<file path="src/dpt_regs.vh">
// Timing constants for the delay and pulse timer unit
`ifndef DPT_REGS_VH
`define DPT_REGS_VH
`define DPT_CLK_PERIOD_NS 10
`define DPT_TICK_NS 1000000
`define DPT_TICK_CYCLES (`DPT_TICK_NS / `DPT_CLK_PERIOD_NS)
`define DPT_PRESC_W 17
`define DPT_TIME_W 32
`define DPT_MODE_W 2
`define DPT_MODE_RISE 2'h0
`define DPT_MODE_FALL 2'h1
`define DPT_MODE_PULSE 2'h2
`define DPT_ST_IDLE 2'h0
`define DPT_ST_RUN 2'h1
`define DPT_ST_HOLD 2'h2
`endif

</file>
<file path="src/dpt_timer.v">
// Delay and pulse timer: rise delay, fall delay and fixed pulse, full or lite form
// Functional notes
// (RULE_01) Rise delay: result after trigger held delay_setting
// (RULE_02) Rise delay: early trigger fall restarts full delay
// (RULE_03) Enable low forces every output to zero
// (RULE_04) Pulse: each trigger rise gives delay_setting pulse
// (RULE_05) Pulse: trigger ignored while pulse active
// (RULE_06) Delay setting is a live input, used now
// (RULE_07) Fall delay lite: always enabled, no pass
// (RULE_08) Rise delay lite: always enabled, no pass
// (RULE_09) Fixed pulse lite: always enabled, no pass
// (RULE_10) Fall delay: result held delay_setting after fall
// (RULE_11) Fall delay: trigger rise keeps result, restarts later
// (RULE_12) Elapsed count saturates, clears on restart/abandon
// (RULE_13) Pass flag follows the enable input
`timescale 1ns/1ps
`include "dpt_regs.vh"

module dpt_timer #(
    parameter [1:0] MODE = `DPT_MODE_RISE,
    parameter LITE = 0,
    parameter [31:0] TICK_CYCLES = `DPT_TICK_CYCLES
) (
    input wire ref_clk,
    input wire reset_n,
    input wire clk_en,
    input wire enable,
    input wire trigger,
    input wire [31:0] delay_setting,
    output reg result,
    output reg [31:0] elapsed_count,
    output reg pass_flag
);

    reg [1:0] state_reg;
    reg [1:0] state_next;
    reg [31:0] presc_reg;
    reg [31:0] presc_next;
    reg [31:0] count_next;
    reg result_next;
    reg trig_reg;
    reg run_en;
    wire ms_tick;
    wire trig_rise;
    wire trig_fall;
    wire done;

    // Lite forms act as permanently enabled
    always @* begin
        run_en = (LITE != 0) ? 1'b1 : enable;
    end

    assign ms_tick = (presc_reg == TICK_CYCLES - 32'h00000001);
    assign trig_rise = trigger & ~trig_reg;
    assign trig_fall = ~trigger & trig_reg;
    // (RULE_06) Live setting compare
    assign done = (elapsed_count >= delay_setting);

    always @* begin
        state_next = state_reg;
        count_next = elapsed_count;
        result_next = result;
        presc_next = ms_tick ? 32'h00000000 : presc_reg + 32'h00000001;
        if (!run_en) begin
            // (RULE_03) Disable clears all
            state_next = `DPT_ST_IDLE;
            count_next = 32'h00000000;
            result_next = 1'b0;
            presc_next = 32'h00000000;
        end else begin
            case (MODE)
                `DPT_MODE_RISE: begin
                    // (RULE_08) Lite shares this path
                    if (!trigger) begin
                        // (RULE_02) Abandon on early fall
                        state_next = `DPT_ST_IDLE;
                        count_next = 32'h00000000;
                        result_next = 1'b0;
                        presc_next = 32'h00000000;
                    end else if (state_reg == `DPT_ST_IDLE) begin
                        state_next = `DPT_ST_RUN;
                        presc_next = 32'h00000000;
                    end else if (state_reg == `DPT_ST_RUN) begin
                        // (RULE_01) Raise when delay elapsed
                        if (done) begin
                            state_next = `DPT_ST_HOLD;
                            result_next = 1'b1;
                        end else if (ms_tick) begin
                            count_next = elapsed_count + 32'h00000001;
                        end
                    end
                end
                `DPT_MODE_FALL: begin
                    // (RULE_07) Lite shares this path
                    if (trigger) begin
                        // (RULE_11) Rise keeps result, clears count
                        state_next = `DPT_ST_HOLD;
                        result_next = 1'b1;
                        count_next = 32'h00000000;
                        presc_next = 32'h00000000;
                    end else if (state_reg == `DPT_ST_HOLD) begin
                        state_next = `DPT_ST_RUN;
                        presc_next = 32'h00000000;
                    end else if (state_reg == `DPT_ST_RUN) begin
                        // (RULE_10) Drop after delay
                        if (done) begin
                            state_next = `DPT_ST_IDLE;
                            result_next = 1'b0;
                        end else if (ms_tick) begin
                            count_next = elapsed_count + 32'h00000001;
                        end
                    end
                end
                `DPT_MODE_PULSE: begin
                    // (RULE_09) Lite shares this path
                    if (state_reg == `DPT_ST_RUN) begin
                        // (RULE_05) Trigger ignored while running
                        if (done) begin
                            state_next = `DPT_ST_IDLE;
                            result_next = 1'b0;
                        end else if (ms_tick) begin
                            count_next = elapsed_count + 32'h00000001;
                        end
                    end else if (trig_rise) begin
                        // (RULE_04) Start fixed pulse
                        state_next = `DPT_ST_RUN;
                        result_next = (delay_setting != 32'h00000000);
                        count_next = 32'h00000000;
                        presc_next = 32'h00000000;
                    end
                end
                default: begin
                    state_next = `DPT_ST_IDLE;
                    result_next = 1'b0;
                end
            endcase
        end
        // (RULE_12) Saturate at setting
        if (count_next > delay_setting) begin
            count_next = delay_setting;
        end
    end

    // Edge history tracks trigger even when disabled, so enable rising
    // over a high trigger does not fake a pulse edge.
    always @(posedge ref_clk or negedge reset_n) begin
        if (!reset_n) begin
            state_reg <= `DPT_ST_IDLE;
            presc_reg <= 32'h00000000;
            elapsed_count <= 32'h00000000;
            result <= 1'b0;
            trig_reg <= 1'b0;
            pass_flag <= 1'b0;
        end else if (clk_en) begin
            state_reg <= state_next;
            presc_reg <= presc_next;
            elapsed_count <= count_next;
            result <= result_next;
            trig_reg <= trigger;
            // (RULE_13) Pass follows enable
            pass_flag <= (LITE != 0) ? 1'b0 : enable;
        end
    end

endmodule

</file>
<file path="config.mk">
export PLATFORM = sky130hd
export DESIGN_NAME = dpt_timer
export DESIGN_NICKNAME = d
export VERILOG_FILES = /design/src/dpt_timer.v
export VERILOG_INCLUDE_DIRS = /design/src
export SDC_FILE = /design/constraint.sdc
export NUM_CORES = 1
export LEC_CHECK = 0
export ABC_AREA = 1
export BUFFER_PORTS_ARGS = -buffer_cell sky130_fd_sc_hd__clkbuf_2
export CORE_UTILIZATION = 55
export DETAILED_ROUTE_END_ITERATION = 7
export PLACE_DENSITY = 0.86
export SLEW_MARGIN = 20
export SYNTH_ARGS = -nofsm -noshare
export SYNTH_HDL_FRONTEND = slang
export SYNTH_SLANG_ARGS = --single-unit
</file>
<file path="constraint.sdc">
create_clock -name ref_clk -period 3.2 [get_ports ref_clk]
set_clock_uncertainty 0.05 [all_clocks]
set_input_delay 0.8 -clock ref_clk [delete_from_list [all_inputs] [get_ports ref_clk]]
set_output_delay 0.8 -clock ref_clk [all_outputs]
set_load 0.02 [all_outputs]
</file>
==> impl_metrics.prom, run 1 <==
# TYPE chip_impl_metric gauge
chip_impl_info{name="outcome",value="stopped before the end"} 1
chip_impl_info{name="outcome.stop_stage",value="global routing"} 1
chip_impl_info{name="tool.error",value="[ERROR GRT-0232] Routing congestion too high. Check the congestion heatmap in the GUI."} 1
chip_impl_metric{name="cts-htree-levels",unit=""} 3
chip_impl_metric{name="synth_sequential_area_ratio",unit="%"} 24.7
chip_impl_metric{name="synth_edf_count",unit=""} 0
chip_impl_info{name="timing.grt.repair.worst_endpoint",value="elapsed_count[0]$_DFFE_PN0P_/D"} 1
chip_impl_info{name="synth_area_leader_cell",value="dfrtp_1"} 1
chip_impl_metric{name="syn_area",unit="µm²"} 6900
chip_impl_metric{name="place_congestion",unit=""} 0.949
chip_impl_info{name="synth.area.top_cells",value="dfrtp_1, nand2_1, ha_1"} 1
chip_impl_metric{name="die_height",unit="µm"} 114
chip_impl_info{name="synthFlopType",value="dfrtp_1"} 1
chip_impl_metric{name="tritoncts_buffers",unit=""} 9
chip_impl_metric{name="detailedPlacementHpwl",unit="mm"} 16.9
chip_impl_metric{name="syn-mean-instance-area",unit="µm²"} 6.36
chip_impl_metric{name="yosysUniqueCellTypes",unit=""} 45
chip_impl_metric{name="synth_nets",unit=""} 1188
chip_impl_metric{name="dp.cells",unit=""} 1509
chip_impl_metric{name="ys_seq_elements",unit=""} 68
chip_impl_info{name="cts_root_buffer",value="clkbuf_16"} 1
chip_impl_metric{name="yosysTopAreaCellShare",unit="%"} 24.7
chip_impl_metric{name="die_width",unit="µm"} 114
chip_impl_metric{name="placed_cell_area",unit="µm²"} 9260
chip_impl_metric{name="post_synth_inst_count",unit=""} 1085
chip_impl_metric{name="ys.warnings.count",unit=""} 0
chip_impl_metric{name="largest_net_degree_at_the_start_of_global_routing",unit=""} 32
chip_impl_metric{name="ctsHoldBuffers",unit=""} 0
chip_impl_metric{name="placementRows",unit=""} 40
chip_impl_info{name="worst_endpoint_kind",value="register data pin"} 1
chip_impl_metric{name="async_flop_share",unit="%"} 100
chip_impl_metric{name="gr-usage-all-layers",unit="%"} 78.9
chip_impl_metric{name="design.portCount",unit=""} 71
chip_impl_metric{name="clockBufferDepth",unit=""} 2
chip_impl_metric{name="dp_slack",unit="ps"} -1380
chip_impl_metric{name="clock_sink_count",unit=""} 68
chip_impl_metric{name="initial_utilization",unit="%"} 56.9
chip_impl_metric{name="io_buffer_count",unit=""} 70
chip_impl_metric{name="global_route.overflow_total",unit=""} 11
## cells by family after synthesis
group	Yosys count	share of synthesized area, %
DFF	68	24.7
buffers and inverters	219	12.6
AOI/OAI and AO/OA	76	6.33
adders and majority gates	66	12.0
and+or+nand+nor	643	42.7
xor gates and xnor gates	13	1.65
## synthesized netlist by cell type (20+ instances only)
cell,number
nor3_1,25
dfrtp_1,68
nand4_1,20
inv_1,182
a21oi_1,38
nand3_2,26
ha_1,66
nor2_1,94
nand3_1,92
nand2_1,342
## per-stage QoR
step                      setup TNS [ps]  utilization (%)
after floorplan                   -17890                -
after detailed placement          -42400             76.5
after CTS                         -23790             83.2
after global placement            -35860             76.5
## per-layer routing
layer  overflow  GRT usage [%]
met1          0           77.2
met2          6           91.0
met3          1           69.7
met4          4           77.2
met5          0           55.3
## what timing repair did
action | in CTS
setup endpoints to repair | 32
cloned | 3
pin swaps | 29
gates resized for setup | 81
setup buffers | 13
==> inputs of run 2 (changes only) <==
--- a/config.mk
+++ b/config.mk
@@ -8,9 +8,9 @@
 export LEC_CHECK = 0
 export ABC_AREA = 1
 export BUFFER_PORTS_ARGS = -buffer_cell sky130_fd_sc_hd__clkbuf_2
-export CORE_UTILIZATION = 55
+export CORE_UTILIZATION = 40
 export DETAILED_ROUTE_END_ITERATION = 7
-export PLACE_DENSITY = 0.86
+export PLACE_DENSITY_LB_ADDON = 0.15
 export SLEW_MARGIN = 20
 export SYNTH_ARGS = -nofsm -noshare
 export SYNTH_HDL_FRONTEND = slang
==> constraint.sdc (replaced) <==
create_clock -name ref_clk -period 4.2 [get_ports ref_clk]
set_clock_uncertainty 0.05 [all_clocks]
set_input_delay 1.05 -clock ref_clk [delete_from_list [all_inputs] [get_ports ref_clk]]
set_output_delay 1.05 -clock ref_clk [all_outputs]
set_load 0.02 [all_outputs]
==> run 2 against run 1 <==
Effect of this change: the flow now finishes, with violations (negative setup slack); area after synthesis did not move; synthesized cell count unchanged.
==> impl_metrics.prom, run 2 <==
# TYPE chip_impl_metric gauge
chip_impl_metric{name="ir_worst_vdd",unit="V"} 0.000183
chip_impl_info{name="synth.area.top_cells",value="dfrtp_1, nand2_1, ha_1"} 1
chip_impl_metric{name="routed-wl-met3",unit="µm"} 935
chip_impl_metric{name="post_synth_fa_ha_maj_area_fraction",unit="%"} 12.0
chip_impl_info{name="cts_tree",value="done"} 1
chip_impl_metric{name="area_delta_synth_final",unit="%"} 50.2
chip_impl_metric{name="drtPass1Iterations",unit=""} 5
chip_impl_metric{name="final-hold-violation-count",unit=""} 0
chip_impl_info{name="layout_common_cells",value="nand2_1, inv_1, buf_4"} 1
chip_impl_metric{name="ys.warnings.count",unit=""} 0
chip_impl_metric{name="routed_length_on_met1",unit="mm"} 10.1
chip_impl_metric{name="core_region_area",unit="µm²"} 16700
chip_impl_info{name="crit-reg2reg-launch",value="elapsed_count[1]"} 1
chip_impl_metric{name="diodes",unit=""} 0
chip_impl_metric{name="drv_cap",unit=""} 0
chip_impl_info{name="yosys.cell_count.top_type",value="nand2_1"} 1
chip_impl_info{name="synthFlopType",value="dfrtp_1"} 1
chip_impl_metric{name="synth_edf_count",unit=""} 0
chip_impl_metric{name="tightest_slew_margin_relative_to_the_limit",unit="%"} 36.9
chip_impl_metric{name="ctsHoldBuffers",unit=""} 0
chip_impl_metric{name="gr-usage-all-layers",unit="%"} 24.9
chip_impl_metric{name="synthSimpleGateAreaFrac",unit="%"} 42.7
chip_impl_metric{name="tightest_slew",unit="ps"} 947
chip_impl_metric{name="drt-total-wl",unit="mm"} 23.2
chip_impl_metric{name="crit_arrival",unit="ps"} 4530
chip_impl_metric{name="global_route.overflow_total",unit=""} 0
chip_impl_info{name="outcome",value="finished with violations"} 1
chip_impl_metric{name="report.final.slew_viol_count",unit=""} 0
chip_impl_metric{name="r2r.worst_path.cells",unit=""} 24
chip_impl_metric{name="num_vias",unit=""} 7733
chip_impl_metric{name="post-route-min-period",unit="ps"} 4340
chip_impl_metric{name="floorplan.die_area",unit="µm²"} 17800
chip_impl_metric{name="crit_path_max_fanout",unit=""} 5
chip_impl_metric{name="die_width",unit="µm"} 133
chip_impl_metric{name="met2WireLength",unit="mm"} 11.5
chip_impl_info{name="synth_top_family_by_area",value="simple AND/OR/NAND/NOR gates"} 1
chip_impl_metric{name="post_synth_xor_xnor_area",unit="%"} 1.65
chip_impl_metric{name="rrSetupSlack",unit="ps"} 60
chip_impl_metric{name="synth_nets",unit=""} 1188
chip_impl_metric{name="detailedPlacementHpwl",unit="mm"} 15.2
chip_impl_metric{name="placementRows",unit=""} 47
chip_impl_metric{name="syn_area",unit="µm²"} 6900
chip_impl_metric{name="io_buffer_count",unit=""} 70
chip_impl_info{name="mostFrequentLayoutCell",value="nand2_1"} 1
chip_impl_info{name="ys_top_cells_by_count",value="nand2_1, inv_1, nor2_1, nand3_1, dfrtp_1"} 1
chip_impl_metric{name="setup_violations",unit=""} 32
chip_impl_info{name="timing_worst_setup_path_type",value="in2reg"} 1
chip_impl_metric{name="clk_latency",unit="ps"} 350
chip_impl_info{name="crit-reg2reg-capture",value="elapsed_count[1]"} 1
chip_impl_metric{name="synth_compound_area_share",unit="%"} 6.33
chip_impl_metric{name="place_congestion",unit=""} 0.881
chip_impl_metric{name="clk_transition_reported_paths",unit="ps"} 60
chip_impl_metric{name="syn-mean-instance-area",unit="µm²"} 6.36
chip_impl_metric{name="drtIter0Drc",unit=""} 464
chip_impl_metric{name="cp_data_required_time",unit="ps"} 4390
chip_impl_metric{name="post_synth_inst_count",unit=""} 1085
chip_impl_metric{name="ant_nets",unit=""} 0
chip_impl_metric{name="finalPower",unit="mW"} 1.79
chip_impl_metric{name="finalWorstSetupSlack",unit="ps"} -137
chip_impl_metric{name="drc",unit=""} 0
chip_impl_metric{name="post_route_cells_drive_above_1_share",unit="%"} 39.9
chip_impl_metric{name="final_design_area_no_fill",unit="µm²"} 10400
chip_impl_info{name="worst_hold_path_type",value="reg2reg"} 1
chip_impl_info{name="end_of_the_critical_path",value="elapsed_count[1]"} 1
chip_impl_info{name="cp-startpoint",value="delay_setting[15]"} 1
chip_impl_metric{name="post_synth_mux_area_share",unit="%"} 0
chip_impl_metric{name="synth_sequential_area_ratio",unit="%"} 24.7
chip_impl_metric{name="power_leakage",unit="nW"} 5.37
chip_impl_metric{name="die_height",unit="µm"} 133
chip_impl_metric{name="cts-htree-levels",unit=""} 3
chip_impl_info{name="timing.critical_path.to_type",value="flip-flop"} 1
chip_impl_metric{name="yosysUniqueCellTypes",unit=""} 45
chip_impl_metric{name="first_pass_grt_wire_length",unit="mm"} 35.0
chip_impl_metric{name="achievable-frequency",unit="MHz"} 231
chip_impl_metric{name="design.portCount",unit=""} 71
chip_impl_metric{name="clockBufferDepth",unit=""} 2
chip_impl_metric{name="timing.final.crit_share",unit="%"} 103
chip_impl_metric{name="antenna_found_initial",unit=""} 0
chip_impl_metric{name="tritoncts_buffers",unit=""} 9
chip_impl_metric{name="yosysTopAreaCellShare",unit="%"} 24.7
chip_impl_metric{name="viasPerCell",unit=""} 5.08
chip_impl_info{name="synth_area_leader_cell",value="dfrtp_1"} 1
chip_impl_metric{name="async_flop_share",unit="%"} 100
chip_impl_metric{name="clock_sink_count",unit=""} 68
chip_impl_metric{name="placed_cell_area",unit="µm²"} 8300
chip_impl_info{name="cts_root_buffer",value="clkbuf_16"} 1
chip_impl_info{name="rsz_0062_raised_after_global_routing",value="yes"} 1
chip_impl_metric{name="largest_net_degree_at_the_start_of_global_routing",unit=""} 69
chip_impl_metric{name="routed_wire_length_per_instance",unit="µm"} 15.3
chip_impl_metric{name="final_nets",unit=""} 1400
chip_impl_info{name="violations",value="negative setup slack"} 1
chip_impl_metric{name="worstHoldPathCells",unit=""} 2
chip_impl_info{name="cp-start-kind",value="primary input"} 1
chip_impl_metric{name="first_global_vias",unit=""} 7150
chip_impl_metric{name="power_density",unit="nW/µm²"} 172
chip_impl_info{name="topRoutingLayerUsed",value="met4"} 1
chip_impl_metric{name="dp_slack",unit="ps"} -593
chip_impl_metric{name="initial_utilization",unit="%"} 41.3
chip_impl_metric{name="ys_seq_elements",unit=""} 68
## run 2: cell counts after synthesis
Identical to the previous run, type by type.
## run 2: cell families after synthesis
logic type / count (synthesis)
AOI/OAI and AO/OA: 76
and+or+nand+nor: 643
adders and majority gates: 66
xor gates and xnor gates: 13
DFF: 68
buffers and inverters: 219
## run 2: cell type report
cell class,instances,area [µm²]
well taps,220,275
clock buffers,11,253
repair buffers,227,1830
fillers,1436,6340
inverters,193,742
clock inverters,4,72.6
multi-input cells,798,5490
flip-flops and latches,68,1700
## run 2: timing repair
| action | in CTS | in global routing |
|---|---|---|
| setup endpoints to repair | 32 | 32 |
| resized for setup | 100 | 203 |
| gates cloned | 5 | 4 |
| buffers inserted | 16 | 21 |
| endpoints found under the hold margin | 0 | 0 |
| pin swaps | 63 | 128 |
## run 2: power by group
group / internal, mW / total [mW] / switching [mW]
combinational: 0.0996 / 0.247 / 0.148
clock: 0.548 / 0.867 / 0.318
sequential: 0.664 / 0.672 / 0.00796
total: 1.31 / 1.79 / 0.474
## run 2: metrics by stage
step / hold WS (ps) / cells / util, % / setup TNS [ps]
floorplan: 414 / 1085 / - / 0
global placement: 405 / 1467 / 49.7 / -16740
detailed placement: 407 / 1467 / 49.7 / -18120
CTS: 422 / 1501 / 55.9 / -394
global route: 473 / 1521 / 62.0 / -9090
finish: 416 / 1521 / 62.0 / -2840
## run 2: routing by layer
metal / GRT usage, % / up-vias
met5: 0 / -
met4: 8.02 / 0
met3: 2.44 / 50
met2: 43.7 / 196
met1: 31.9 / 3617
li1: - / 3870
## run 2: worst max-delay path, stage by stage
cell and delay (ps):
buf_8 100, inv_6 50, ha_4 200, a21o_1 180
nor2_2 130, nand2_2 90, nor2_4 110, nand2_4 90
nand2_4 90, nand2_4 80, buf_6 140, buf_6 110
nor2_4 80, nand2_1 70, nand3_2 80, inv_2 60
ha_4 260, nand4_1 170, nor4_4 340, buf_4 170
nand4_1 160, buf_4 210, nand2_8 70, buf_6 130
buf_12 140, nand2_2 60, nand3_2 60, nand2_1 60
## run 2: how the worst min path moves through the flow
stage / from / end / slack (ps)
final: pass_flag / pass_flag / 420
after global routing: pass_flag / pass_flag / 470
after CTS: pass_flag / pass_flag / 420
after detailed placement: pass_flag / pass_flag / 410
after global placement: pass_flag / pass_flag / 400
after floorplan: state_reg[0] / state_reg[0] / 410
Note: power is estimated with default switching activity, not from simulation.
